===== config.mk =====
export PLATFORM = sky130hd
export DESIGN_NAME = low_voltage_buck_ctrl
export DESIGN_NICKNAME = d
export VERILOG_FILES = /design/src/common/buck_ctrl_pkg.sv /design/src/hdl/low_voltage_buck_ctrl.sv
export SDC_FILE = /design/constraint.sdc
export NUM_CORES = 1
export LEC_CHECK = 0
export ABC_AREA = 1
export BUFFER_PORTS_ARGS = -buffer_cell sky130_fd_sc_hd__buf_2
export CORE_ASPECT_RATIO = 1.2
export CORE_UTILIZATION = 40
export CTS_BUF_LIST = sky130_fd_sc_hd__clkbuf_4 sky130_fd_sc_hd__clkbuf_8
export CTS_CLUSTER_SIZE = 20
export DETAILED_ROUTE_END_ITERATION = 16
export GPL_TIMING_DRIVEN = 0
export PLACE_DENSITY = 0.7
export REMOVE_ABC_BUFFERS = 1
export SLEW_MARGIN = 15
export SYNTH_ARGS = -nofsm -noshare
export SYNTH_HDL_FRONTEND = slang
export SYNTH_SLANG_ARGS = --single-unit

===== constraint.sdc =====
create_clock -name hclk -period 3.19 [get_ports hclk]
set_input_delay 0.319 -clock hclk [delete_from_list [all_inputs] [get_ports hclk]]
set_output_delay 0.319 -clock hclk [all_outputs]
set_load 0.02 [all_outputs]

===== src/common/buck_ctrl_pkg.sv =====
package buck_ctrl_pkg;

    // ==========================================================
    // Register map (byte addresses)
    localparam logic [7:0] OFF_CTRL   = 8'h00;
    localparam logic [7:0] OFF_MODE   = 8'h04;
    localparam logic [7:0] OFF_CFG    = 8'h08;
    localparam logic [7:0] OFF_STATUS = 8'h0c;
    localparam logic [7:0] OFF_IRQ    = 8'h10;
    localparam logic [7:0] OFF_MASK   = 8'h14;
    localparam logic [7:0] OFF_MVOLT  = 8'h18;

    // ==========================================================
    // Field positions
    localparam int VCODE_LSB  = 0;
    localparam int RUN_LSB    = 0;
    localparam int STBY_LSB   = 2;
    localparam int ILIM_LSB   = 0;
    localparam int PHASE_LSB  = 2;
    localparam int IRQ_MODE_B = 0;
    localparam int IRQ_VDONE_B = 1;

    // ==========================================================
    // Reset values
    localparam logic [2:0] PHASE_RST = 3'h7;
    localparam logic [1:0] ILIM_RST  = 2'h0;
    localparam logic [1:0] IRQ_RST   = 2'h0;

    // ==========================================================
    // Timing
    localparam int CLK_MHZ      = 20;
    localparam int T_PFM_PWM_US = 10;
    localparam int T_RAMP_MIN_US = 90;
    localparam int T_RAMP_MAX_US = 200;
    localparam int T_ON_MIN_US  = 100;
    localparam int T_ON_TYP_US  = 180;
    localparam int T_ON_MAX_US  = 300;
    localparam int PFM_PWM_CYC  = T_PFM_PWM_US * CLK_MHZ;
    localparam int RAMP_CYC     = T_RAMP_MIN_US * CLK_MHZ;
    localparam int TON_CYC      = T_ON_TYP_US * CLK_MHZ;

    // ==========================================================
    // Types
    typedef enum logic [1:0] {
        MODE_OFF  = 2'h0,
        MODE_PWM  = 2'h1,
        MODE_PFM  = 2'h2,
        MODE_AUTO = 2'h3
    } buck_mode_field_t;

    typedef enum logic [3:0] {
        ST_OFF   = 4'h1,
        ST_RAMP  = 4'h2,
        ST_ON    = 4'h4,
        ST_DISCH = 4'h8
    } seq_state_t;

    typedef struct packed {
        logic [4:0]       buck_voltage_code;
        buck_mode_field_t buck_mode_field;
        logic [1:0]       buck_current_limit_sel;
        logic [2:0]       buck_phase_sel;
    } buck_cfg_t;

endpackage : buck_ctrl_pkg


===== src/hdl/low_voltage_buck_ctrl.sv =====
// The address map and the AHB-Lite slave port were left to the implementer.
`timescale 1ns/1ps
// Functional notes
// - One 5-bit voltage code for Run and Standby
// - New code while on: discharge, then re-enable
// - Voltage code defaults from OTP at power up
// - Fixed 32-entry voltage table, codes 27-31 4.10V
// - Run mode resets autoskip if sequenced, else off
// - Standby mode resets autoskip if sequenced, else off
// - Mode 00 off, 01 PWM, 10 PFM, 11 autoskip
// - Mode change raises maskable interrupt on pin
// - Run-to-Standby keeps voltage unless enable changes
// - Current limit select 2.1/2.6/3.0/4.5 A
// - Phase code steps 45 degrees, 111 is zero
// - Phase defaults zero, writable while on
// - OTP inductor select, code 11 reserved
// - PFM-to-PWM settles after at least 10 us
// - Soft-start ramp 90 to 200 us
// - Turn-on reaches 90 percent in 100-300 us
module low_voltage_buck_ctrl #(
    parameter int PFM_PWM_CYCLES = buck_ctrl_pkg::PFM_PWM_CYC,
    parameter int RAMP_CYCLES    = buck_ctrl_pkg::RAMP_CYC,
    parameter int TON_CYCLES     = buck_ctrl_pkg::TON_CYC
) (
    input  wire logic        hclk,                 // Bus clock
    input  wire logic        hresetn,              // Async reset, low
    input  wire logic        hsel,                 // Slave select
    input  wire logic [31:0] haddr,                // Address
    input  wire logic [1:0]  htrans,               // Transfer type
    input  wire logic        hwrite,               // Write
    input  wire logic [2:0]  hsize,                // Size
    input  wire logic [31:0] hwdata,               // Write data
    input  wire logic        hready,               // Bus ready in
    output logic      [31:0] hrdata,               // Read data
    output logic             hreadyout,            // Slave ready
    output logic             hresp,                // Response
    input  wire logic [4:0]  otp_buck_voltage_default, // OTP code
    input  wire logic [1:0]  otp_inductor_sel,     // OTP inductor
    input  wire logic        otp_in_powerup_seq,   // OTP sequenced
    input  wire logic        standby_req,          // Standby state
    output logic             buck_enable,          // Power stage on
    output logic             buck_discharge,       // Output pulldown
    output logic             buck_ramping,         // Ramp-up or discharge active
    output logic             buck_power_good,      // Output settled
    output logic             mode_settled,         // Mode settled
    output buck_ctrl_pkg::buck_cfg_t buck_cfg,     // Active settings
    output logic [8:0]       buck_phase_deg,       // Phase in degrees
    output logic [9:0]       buck_ilim_da,         // Limit, 0.1 A
    output logic [8:0]       buck_mv_10,           // Volts x100
    output logic             inductor_sel_invalid, // Reserved OTP
    output logic             irq_out_n             // Interrupt, low
);

    // ==========================================================
    // Lookup functions
    function automatic logic [8:0] volt_of(input logic [4:0] c);
        logic [8:0] v;
        v = 9'd410;
        case (c)
            5'h00: v = 9'd100;  5'h01: v = 9'd110;
            5'h02: v = 9'd120;  5'h03: v = 9'd125;
            5'h04: v = 9'd130;  5'h05: v = 9'd135;
            5'h06: v = 9'd150;  5'h07: v = 9'd160;
            5'h08: v = 9'd180;  5'h09: v = 9'd185;
            5'h0a: v = 9'd200;  5'h0b: v = 9'd210;
            5'h0c: v = 9'd215;  5'h0d: v = 9'd225;
            5'h0e: v = 9'd230;  5'h0f: v = 9'd240;
            5'h10: v = 9'd250;  5'h11: v = 9'd280;
            5'h12: v = 9'd315;  5'h13: v = 9'd320;
            5'h14: v = 9'd325;  5'h15: v = 9'd330;
            5'h16: v = 9'd335;  5'h17: v = 9'd340;
            5'h18: v = 9'd350;  5'h19: v = 9'd380;
            5'h1a: v = 9'd400;
            default: v = 9'd410;
        endcase
        return v;
    endfunction : volt_of

    // ==========================================================
    // Bus address phase capture
    logic        wr_pend_q;
    logic        rd_pend_q;
    logic [7:0]  addr_q;
    logic        init_q;

    logic [4:0]  vcode_q;
    logic [1:0]  run_mode_q;
    logic [1:0]  stby_mode_q;
    logic [1:0]  ilim_q;
    logic [2:0]  phase_q;
    logic [1:0]  irq_q;
    logic [1:0]  mask_q;
    logic        resync_q;

    wire access = hsel & hready & htrans[1];
    wire wr_en  = wr_pend_q;

    always_ff @(posedge hclk or negedge hresetn) begin
        if (!hresetn) begin
            wr_pend_q <= 1'b0;
            rd_pend_q <= 1'b0;
            addr_q    <= 8'h00;
        end else begin
            wr_pend_q <= access & hwrite;
            rd_pend_q <= access & ~hwrite;
            addr_q    <= haddr[7:0];
        end
    end

    assign hreadyout = 1'b1;
    assign hresp     = 1'b0;

    wire wr_ctrl = wr_en & (addr_q == buck_ctrl_pkg::OFF_CTRL);
    wire wr_mode = wr_en & (addr_q == buck_ctrl_pkg::OFF_MODE);
    wire wr_cfg  = wr_en & (addr_q == buck_ctrl_pkg::OFF_CFG);
    wire wr_irq  = wr_en & (addr_q == buck_ctrl_pkg::OFF_IRQ);
    wire wr_mask = wr_en & (addr_q == buck_ctrl_pkg::OFF_MASK);

    // ==========================================================
    // Sequencer
    buck_ctrl_pkg::seq_state_t state_q;
    buck_ctrl_pkg::seq_state_t state_d;
    logic [15:0] tmr_q;
    logic [15:0] settle_q;
    logic [1:0]  eff_mode_q;

    // Both states share one code; standby only picks the mode field
    wire [1:0] want_mode =
        standby_req ? stby_mode_q : run_mode_q;
    wire       want_on   = (want_mode != buck_ctrl_pkg::MODE_OFF);
    wire       tmr_done  = (tmr_q == 16'h0000);
    // Rewriting the same code leaves the output alone
    wire       new_code  = wr_ctrl & (hwdata[4:0] != vcode_q);

    always_comb begin
        state_d = state_q;
        case (state_q)
            buck_ctrl_pkg::ST_OFF:
                if (want_on & init_q) state_d = buck_ctrl_pkg::ST_RAMP;
            buck_ctrl_pkg::ST_RAMP:
                if (!want_on) state_d = buck_ctrl_pkg::ST_DISCH;
                else if (resync_q) state_d = buck_ctrl_pkg::ST_DISCH;
                else if (tmr_done) state_d = buck_ctrl_pkg::ST_ON;
            buck_ctrl_pkg::ST_ON:
                if (!want_on | resync_q)
                    state_d = buck_ctrl_pkg::ST_DISCH;
            buck_ctrl_pkg::ST_DISCH:
                if (tmr_done) state_d = buck_ctrl_pkg::ST_OFF;
            default: state_d = buck_ctrl_pkg::ST_OFF;
        endcase
    end

    wire entering = (state_d != state_q);

    // One timer serves ramp-up and discharge, which never overlap
    always_ff @(posedge hclk or negedge hresetn) begin
        if (!hresetn) begin
            state_q <= buck_ctrl_pkg::ST_OFF;
            tmr_q   <= 16'h0000;
        end else begin
            state_q <= state_d;
            if (entering && state_d == buck_ctrl_pkg::ST_RAMP)
                tmr_q <= 16'(TON_CYCLES - 1);
            else if (entering && state_d == buck_ctrl_pkg::ST_DISCH)
                tmr_q <= 16'(RAMP_CYCLES - 1);
            else if (!tmr_done)
                tmr_q <= tmr_q - 16'h0001;
        end
    end

    // Resequence request is held until the discharge has started,
    // so a code write during ramp-up is not lost.
    always_ff @(posedge hclk or negedge hresetn) begin
        if (!hresetn) begin
            resync_q <= 1'b0;
        end else if (new_code && state_q != buck_ctrl_pkg::ST_OFF) begin
            resync_q <= 1'b1;
        end else if (state_q == buck_ctrl_pkg::ST_DISCH) begin
            resync_q <= 1'b0;
        end
    end

    // ==========================================================
    // Configuration registers; OTP straps caught one cycle after reset
    always_ff @(posedge hclk or negedge hresetn) begin
        if (!hresetn) begin
            init_q      <= 1'b0;
            vcode_q     <= 5'h00;
            run_mode_q  <= buck_ctrl_pkg::MODE_OFF;
            stby_mode_q <= buck_ctrl_pkg::MODE_OFF;
            ilim_q      <= buck_ctrl_pkg::ILIM_RST;
            phase_q     <= buck_ctrl_pkg::PHASE_RST;
        end else if (!init_q) begin
            init_q      <= 1'b1;
            vcode_q     <= otp_buck_voltage_default;
            run_mode_q  <= otp_in_powerup_seq ? buck_ctrl_pkg::MODE_AUTO
                : buck_ctrl_pkg::MODE_OFF;
            stby_mode_q <= otp_in_powerup_seq ? buck_ctrl_pkg::MODE_AUTO
                : buck_ctrl_pkg::MODE_OFF;
        end else begin
            if (wr_ctrl) vcode_q <= hwdata[4:0];
            if (wr_mode) begin
                run_mode_q  <= hwdata[buck_ctrl_pkg::RUN_LSB +: 2];
                stby_mode_q <= hwdata[buck_ctrl_pkg::STBY_LSB +: 2];
            end
            if (wr_cfg) begin
                ilim_q  <= hwdata[buck_ctrl_pkg::ILIM_LSB +: 2];
                phase_q <= hwdata[buck_ctrl_pkg::PHASE_LSB +: 3];
            end
        end
    end

    // ==========================================================
    // Operating mode tracking and settle timer
    wire [1:0] act_mode = (state_q == buck_ctrl_pkg::ST_ON ||
                           state_q == buck_ctrl_pkg::ST_RAMP) ?
                          want_mode : buck_ctrl_pkg::MODE_OFF;
    wire mode_chg = (act_mode != eff_mode_q);
    // PWM entered from PFM or autoskip needs time before it counts
    wire to_pwm   = mode_chg & (act_mode == buck_ctrl_pkg::MODE_PWM) &
                    (eff_mode_q != buck_ctrl_pkg::MODE_OFF);

    always_ff @(posedge hclk or negedge hresetn) begin
        if (!hresetn) begin
            eff_mode_q <= buck_ctrl_pkg::MODE_OFF;
            settle_q   <= 16'h0000;
        end else begin
            eff_mode_q <= act_mode;
            if (to_pwm)
                settle_q <= 16'(PFM_PWM_CYCLES);
            else if (settle_q != 16'h0000)
                settle_q <= settle_q - 16'h0001;
        end
    end

    // ==========================================================
    // Interrupts: set wins over write-one-to-clear
    wire [1:0] irq_set;
    assign irq_set[buck_ctrl_pkg::IRQ_MODE_B]  = mode_chg;
    assign irq_set[buck_ctrl_pkg::IRQ_VDONE_B] =
        entering & (state_d == buck_ctrl_pkg::ST_ON);
    wire [1:0] irq_clr = wr_irq ? hwdata[1:0] : 2'h0;

    always_ff @(posedge hclk or negedge hresetn) begin
        if (!hresetn) begin
            irq_q  <= buck_ctrl_pkg::IRQ_RST;
            mask_q <= 2'h3;
        end else begin
            irq_q <= (irq_q & ~irq_clr) | irq_set;
            if (wr_mask) mask_q <= hwdata[1:0];
        end
    end

    // Mask gates only the pin; the flag still records
    assign irq_out_n = ~|(irq_q & ~mask_q);

    // ==========================================================
    // Read mux
    // Status packs settled, OTP inductor, mode and state
    wire [31:0] status_w = {22'h0, settle_q == 16'h0000,
                            inductor_sel_invalid, otp_inductor_sel,
                            eff_mode_q, state_q};
    logic [31:0] rd_mux;
    always_comb begin
        case (addr_q)
            buck_ctrl_pkg::OFF_CTRL:   rd_mux = {27'h0, vcode_q};
            buck_ctrl_pkg::OFF_MODE: rd_mux = {28'h0, stby_mode_q, run_mode_q};
            buck_ctrl_pkg::OFF_CFG:    rd_mux = {27'h0, phase_q, ilim_q};
            buck_ctrl_pkg::OFF_STATUS: rd_mux = status_w;
            buck_ctrl_pkg::OFF_IRQ:    rd_mux = {30'h0, irq_q};
            buck_ctrl_pkg::OFF_MASK:   rd_mux = {30'h0, mask_q};
            buck_ctrl_pkg::OFF_MVOLT:  rd_mux = {23'h0, volt_of(vcode_q)};
            default:                   rd_mux = 32'h0;
        endcase
    end
    assign hrdata = rd_pend_q ? rd_mux : 32'h0;

    // ==========================================================
    // Power stage outputs
    assign buck_enable    = (state_q == buck_ctrl_pkg::ST_RAMP) |
                            (state_q == buck_ctrl_pkg::ST_ON);
    assign buck_ramping   = (state_q == buck_ctrl_pkg::ST_RAMP) |
                            (state_q == buck_ctrl_pkg::ST_DISCH);
    assign buck_discharge = (state_q == buck_ctrl_pkg::ST_DISCH) |
                            (state_q == buck_ctrl_pkg::ST_OFF);
    assign buck_power_good = (state_q == buck_ctrl_pkg::ST_ON);
    assign mode_settled   = (settle_q == 16'h0000);
    assign inductor_sel_invalid = (otp_inductor_sel == 2'h3);

    assign buck_cfg.buck_voltage_code      = vcode_q;
    assign buck_cfg.buck_mode_field        =
        buck_ctrl_pkg::buck_mode_field_t'(eff_mode_q);
    assign buck_cfg.buck_current_limit_sel = ilim_q;
    assign buck_cfg.buck_phase_sel         = phase_q;

    // 000 is 45 degrees, 111 wraps to 0
    wire [8:0] ph_ext = {6'h00, phase_q} + 9'h001;
    assign buck_phase_deg = (phase_q == 3'h7) ? 9'h000
                          : 9'(ph_ext * 9'd45);
    assign buck_ilim_da = (ilim_q == 2'h0) ? 10'd21 :
                          (ilim_q == 2'h1) ? 10'd26 :
                          (ilim_q == 2'h2) ? 10'd30 : 10'd45;
    assign buck_mv_10 = volt_of(vcode_q);

endmodule : low_voltage_buck_ctrl


==> results.py <==
metrics = {
    "outcome": {
        "status": "finished with violations",
        "violations": "negative setup slack",
    },
    "grt": {
        "grt_use_met2_pct": 33.3,
        "grt_max_degree": 55,
        "grt_pass1_vias": 4296,
        "global_route.usage.met3_pct": 3.96,
        "grt_overflow": 0,
        "grt_usage_pct": 19.0,
        "grt_pass1_wl_mm": 20.0,
        "antenna_found_initial": 1,
        "busiest_layer": "met2",
        "met1_usage_pct": 23.0,
    },
    "setup_path": {
        "path_buf_inv": 3,
        "r2r-start": "settle_q[0]",
        "endpoint_kind": "output port",
        "critPathLaunch": "phase_q[0]",
        "cp_max_fo": 5,
        "worstSetupPathType": "register to output port",
        "cpMostUsedCell": "ha_4",
        "crit_required_ps": 2870,
        "crit_family": "adder cells",
        "crit_slowest_cell": "dfstp_2",
        "crit_path_max_incr_delay_ps": 580,
        "cp-start-kind": "register",
        "cp.arrival_ps": 2990,
        "path_cells": "ha_4, ha_4, ha_4, inv_2, fa_1, inv_2, ha_4, a21oi_4, o211ai_1, nand2_1, nand2_1, nor2_1, buf_4",
    },
    "finish": {
        "nFillCells": 1253,
        "regArea_um2": 1710,
        "multi_input_area_um2": 2910,
        "area_growth_pct": 18.6,
        "drive_gt1_share_pct": 20.5,
        "final_nets": 920,
    },
    "timing": {
        "slew_violations": 0,
        "finalSetupViolations": 4,
        "hold_viol": 0,
        "hold_ws_ps": 75.2,
        "skew_ps": 11.2,
        "max_slew_margin_pct": 65.9,
        "worst_pin_slew_ps": 512,
        "min_period_over_period_pct": 104,
        "rsz0062_at_grt": "true",
        "fmax_mhz": 302,
        "setup_slack_ps": -116,
        "min_period_ps": 3310,
    },
    "floorplan": {
        "row_count": 44,
        "die_w_um": 105,
        "die_h_um": 125,
        "coreArea_um2": 12200,
        "dieArea_um2": 13200,
        "start_util_pct": 41.6,
        "ios": 164,
    },
    "worst_hold_path": {
        "min-delay-start": "haddr[0]",
        "hold_class": "primary input to register",
    },
    "place": {
        "port_buffers": 80,
        "gp_congestion": 0.903,
        "dp_hpwl_mm": 9.38,
        "pre_cts_slack_ps": -142,
    },
    "clock_network": {
        "clk_pin_slew_ps": 80,
        "cts_buffers": 9,
        "clk_latency_ps": 350,
        "h-tree-depth": 3,
        "cts_root_buffer": "clkbuf_8",
        "clock_path_buffers": 2,
        "cts_tree": "yes",
        "clock_sinks": 68,
    },
    "yosys": {
        "synth.distinct_cells": 42,
        "synth_compound_area_share_pct": 8.74,
        "synth.most_common_cell": "nand2_1",
        "synth_edf_count": 0,
        "synth-warning-count": 0,
        "yosysTopAreaCell": "dfrtp_1",
        "yosysTopAreaCellShare_pct": 30.5,
        "synth.area.mux_share_pct": 0,
        "synth_fa_ha_area_share_pct": 7.19,
        "synth_top_family_by_area": "simple AND/OR/NAND/NOR gates",
        "synthTopCellsByCount": "nand2_1 (146), inv_1 (112), nand3_1 (84), nor2_1 (84), dfrtp_1 (62)",
        "synth_area_um2": 5080,
        "synth_xor_area_share_pct": 3.62,
        "synth_cells": 718,
        "ys_ff_latch": 68,
        "seq_area_frac_synth_pct": 33.6,
        "ys.flop_type": "dfrtp_1",
        "synthSimpleGateAreaFrac_pct": 32.6,
        "async_reset_ff_share_pct": 100,
        "avgSynthCellArea_um2": 7.08,
        "synth.top_cells.by_area": "dfrtp_1 (31%), nand2_1 (11%), inv_1 (8.3%)",
    },
    "power": {
        "p_total_uw": 2970,
        "power.density_nw_per_um2": 493,
        "p_leak_uw": 0.00321,
        "ir_drop_mv": 0.308,
    },
    "route": {
        "route.detailed.wl_per_inst_um": 12.6,
        "first_iter_violations": 249,
        "vias": 4734,
        "routed_via_density": 4.85,
        "drtAntennaViolNets": 0,
        "drt-total-wl_mm": 12.3,
        "dr.pass1.iters": 5,
        "drc_errors": 0,
    },
    "flow_run": {
        "drv_cap": 0,
    },
}
[final timing paths]
kind	end	cells after the start	slack [ps]
min in group asynchronous	settle_q[12]	2	370
hold / removal	addr_q[0]	1	80
max in group asynchronous	phase_q[2]	3	2250
setup reg to reg	settle_q[13]	9	1370
hold reg to reg	tmr_q[0]	2	500
setup / recovery	buck_phase_deg[8]	13	-120
[sequential cells by signal (all words and copies together), names as in the netlist]
| register | flops |
|---|---|
| addr_q | 8 |
| eff_mode_q | 2 |
| ilim_q | 2 |
| init_q | 1 |
| irq_q | 2 |
| mask_q | 2 |
| phase_q | 3 |
| rd_pend_q | 1 |
| resync_q | 1 |
| run_mode_q | 2 |
| settle_q | 16 |
| state_q | 4 |
| stby_mode_q | 2 |
| tmr_q | 16 |
| vcode_q | 5 |
| wr_en | 1 |
[repair_timing]
item | CTS | global route
pin swaps | 11 | 7
hold endpoints to repair | 14 | 0
setup endpoints to repair | 5 | 5
hold buffers | 1 | 0
setup buffers | 7 | 2
resized for setup | 26 | 6
[cells by family after synthesis]
group | Yosys count
AO/OA/AOI/OAI | 79
XOR/XNOR | 21
adder cells (fa/ha/maj) | 28
buffers and inverters | 156
flip-flops | 68
other | 2
AND/OR/NAND/NOR | 364
[stage by stage]
step / area [µm²] / cells / utilization (%) / setup TNS (ps)
2_1_floorplan: 4910 / 707 / - / -114
3_3_place_gp: 5520 / 948 / 45.1 / -198
3_5_place_dp: 5550 / 949 / 45.4 / -250
4_1_cts: 5980 / 973 / 48.9 / -213
5_1_grt: 6030 / 975 / 49.3 / -816
6_report: 6030 / 976 / 49.3 / -249
[metal layers]
metal  vias up  wire length (µm)
met5         -                 0
met2       110              6160
li1       2402                 -
met4         0               268
met3        23               536
met1      2199              5360
[layout make-up]
class                   instances  share of cell area, %
multi-input cells             521                   48.2
repair buffers                 91                   8.86
clock inverters                 6                   1.45
flip-flops and latches         68                   28.4
well taps                     161                   3.34
inverters                     118                   7.47
clock buffers                  10                   2.28
diodes                          1                 0.0415
[report_power, final]
part	leakage [µW]	switching (µW)	internal (µW)
Combinational	0.00229	638	351
Sequential	0.000811	158	1020
Clock	0.000116	340	461
[cell usage in the layout (no fill, tap or decap), types with 2 or more instances in the layout]
cell type	Yosys	final
a21oi_1	23	22
nand2_1	146	146
clkinv_2	0	2
nand3_2	5	5
inv_1	112	104
nand3b_1	2	2
or2_2	3	3
nor3_2	2	2
o22ai_1	2	2
bufinv_16	0	2
xnor2_1	7	6
and2_1	4	4
buf_4	29	12
nand4_1	10	10
o21a_1	2	2
nor3_1	8	8
conb_1	2	29
nand3_1	84	83
nor2_1	84	84
buf_2	8	75
nor2_2	6	6
dfrtp_1	62	62
o211ai_1	4	4
dfstp_2	6	6
o21ai_1	11	12
ha_1	26	16
inv_2	4	11
nand2_2	5	5
xor2_1	14	14
nor2_4	2	2
clkbuf_8	0	10
clkinv_4	0	2
ha_4	0	9
o21ai_0	31	30
Note: power is estimated with default switching activity, not from simulation.
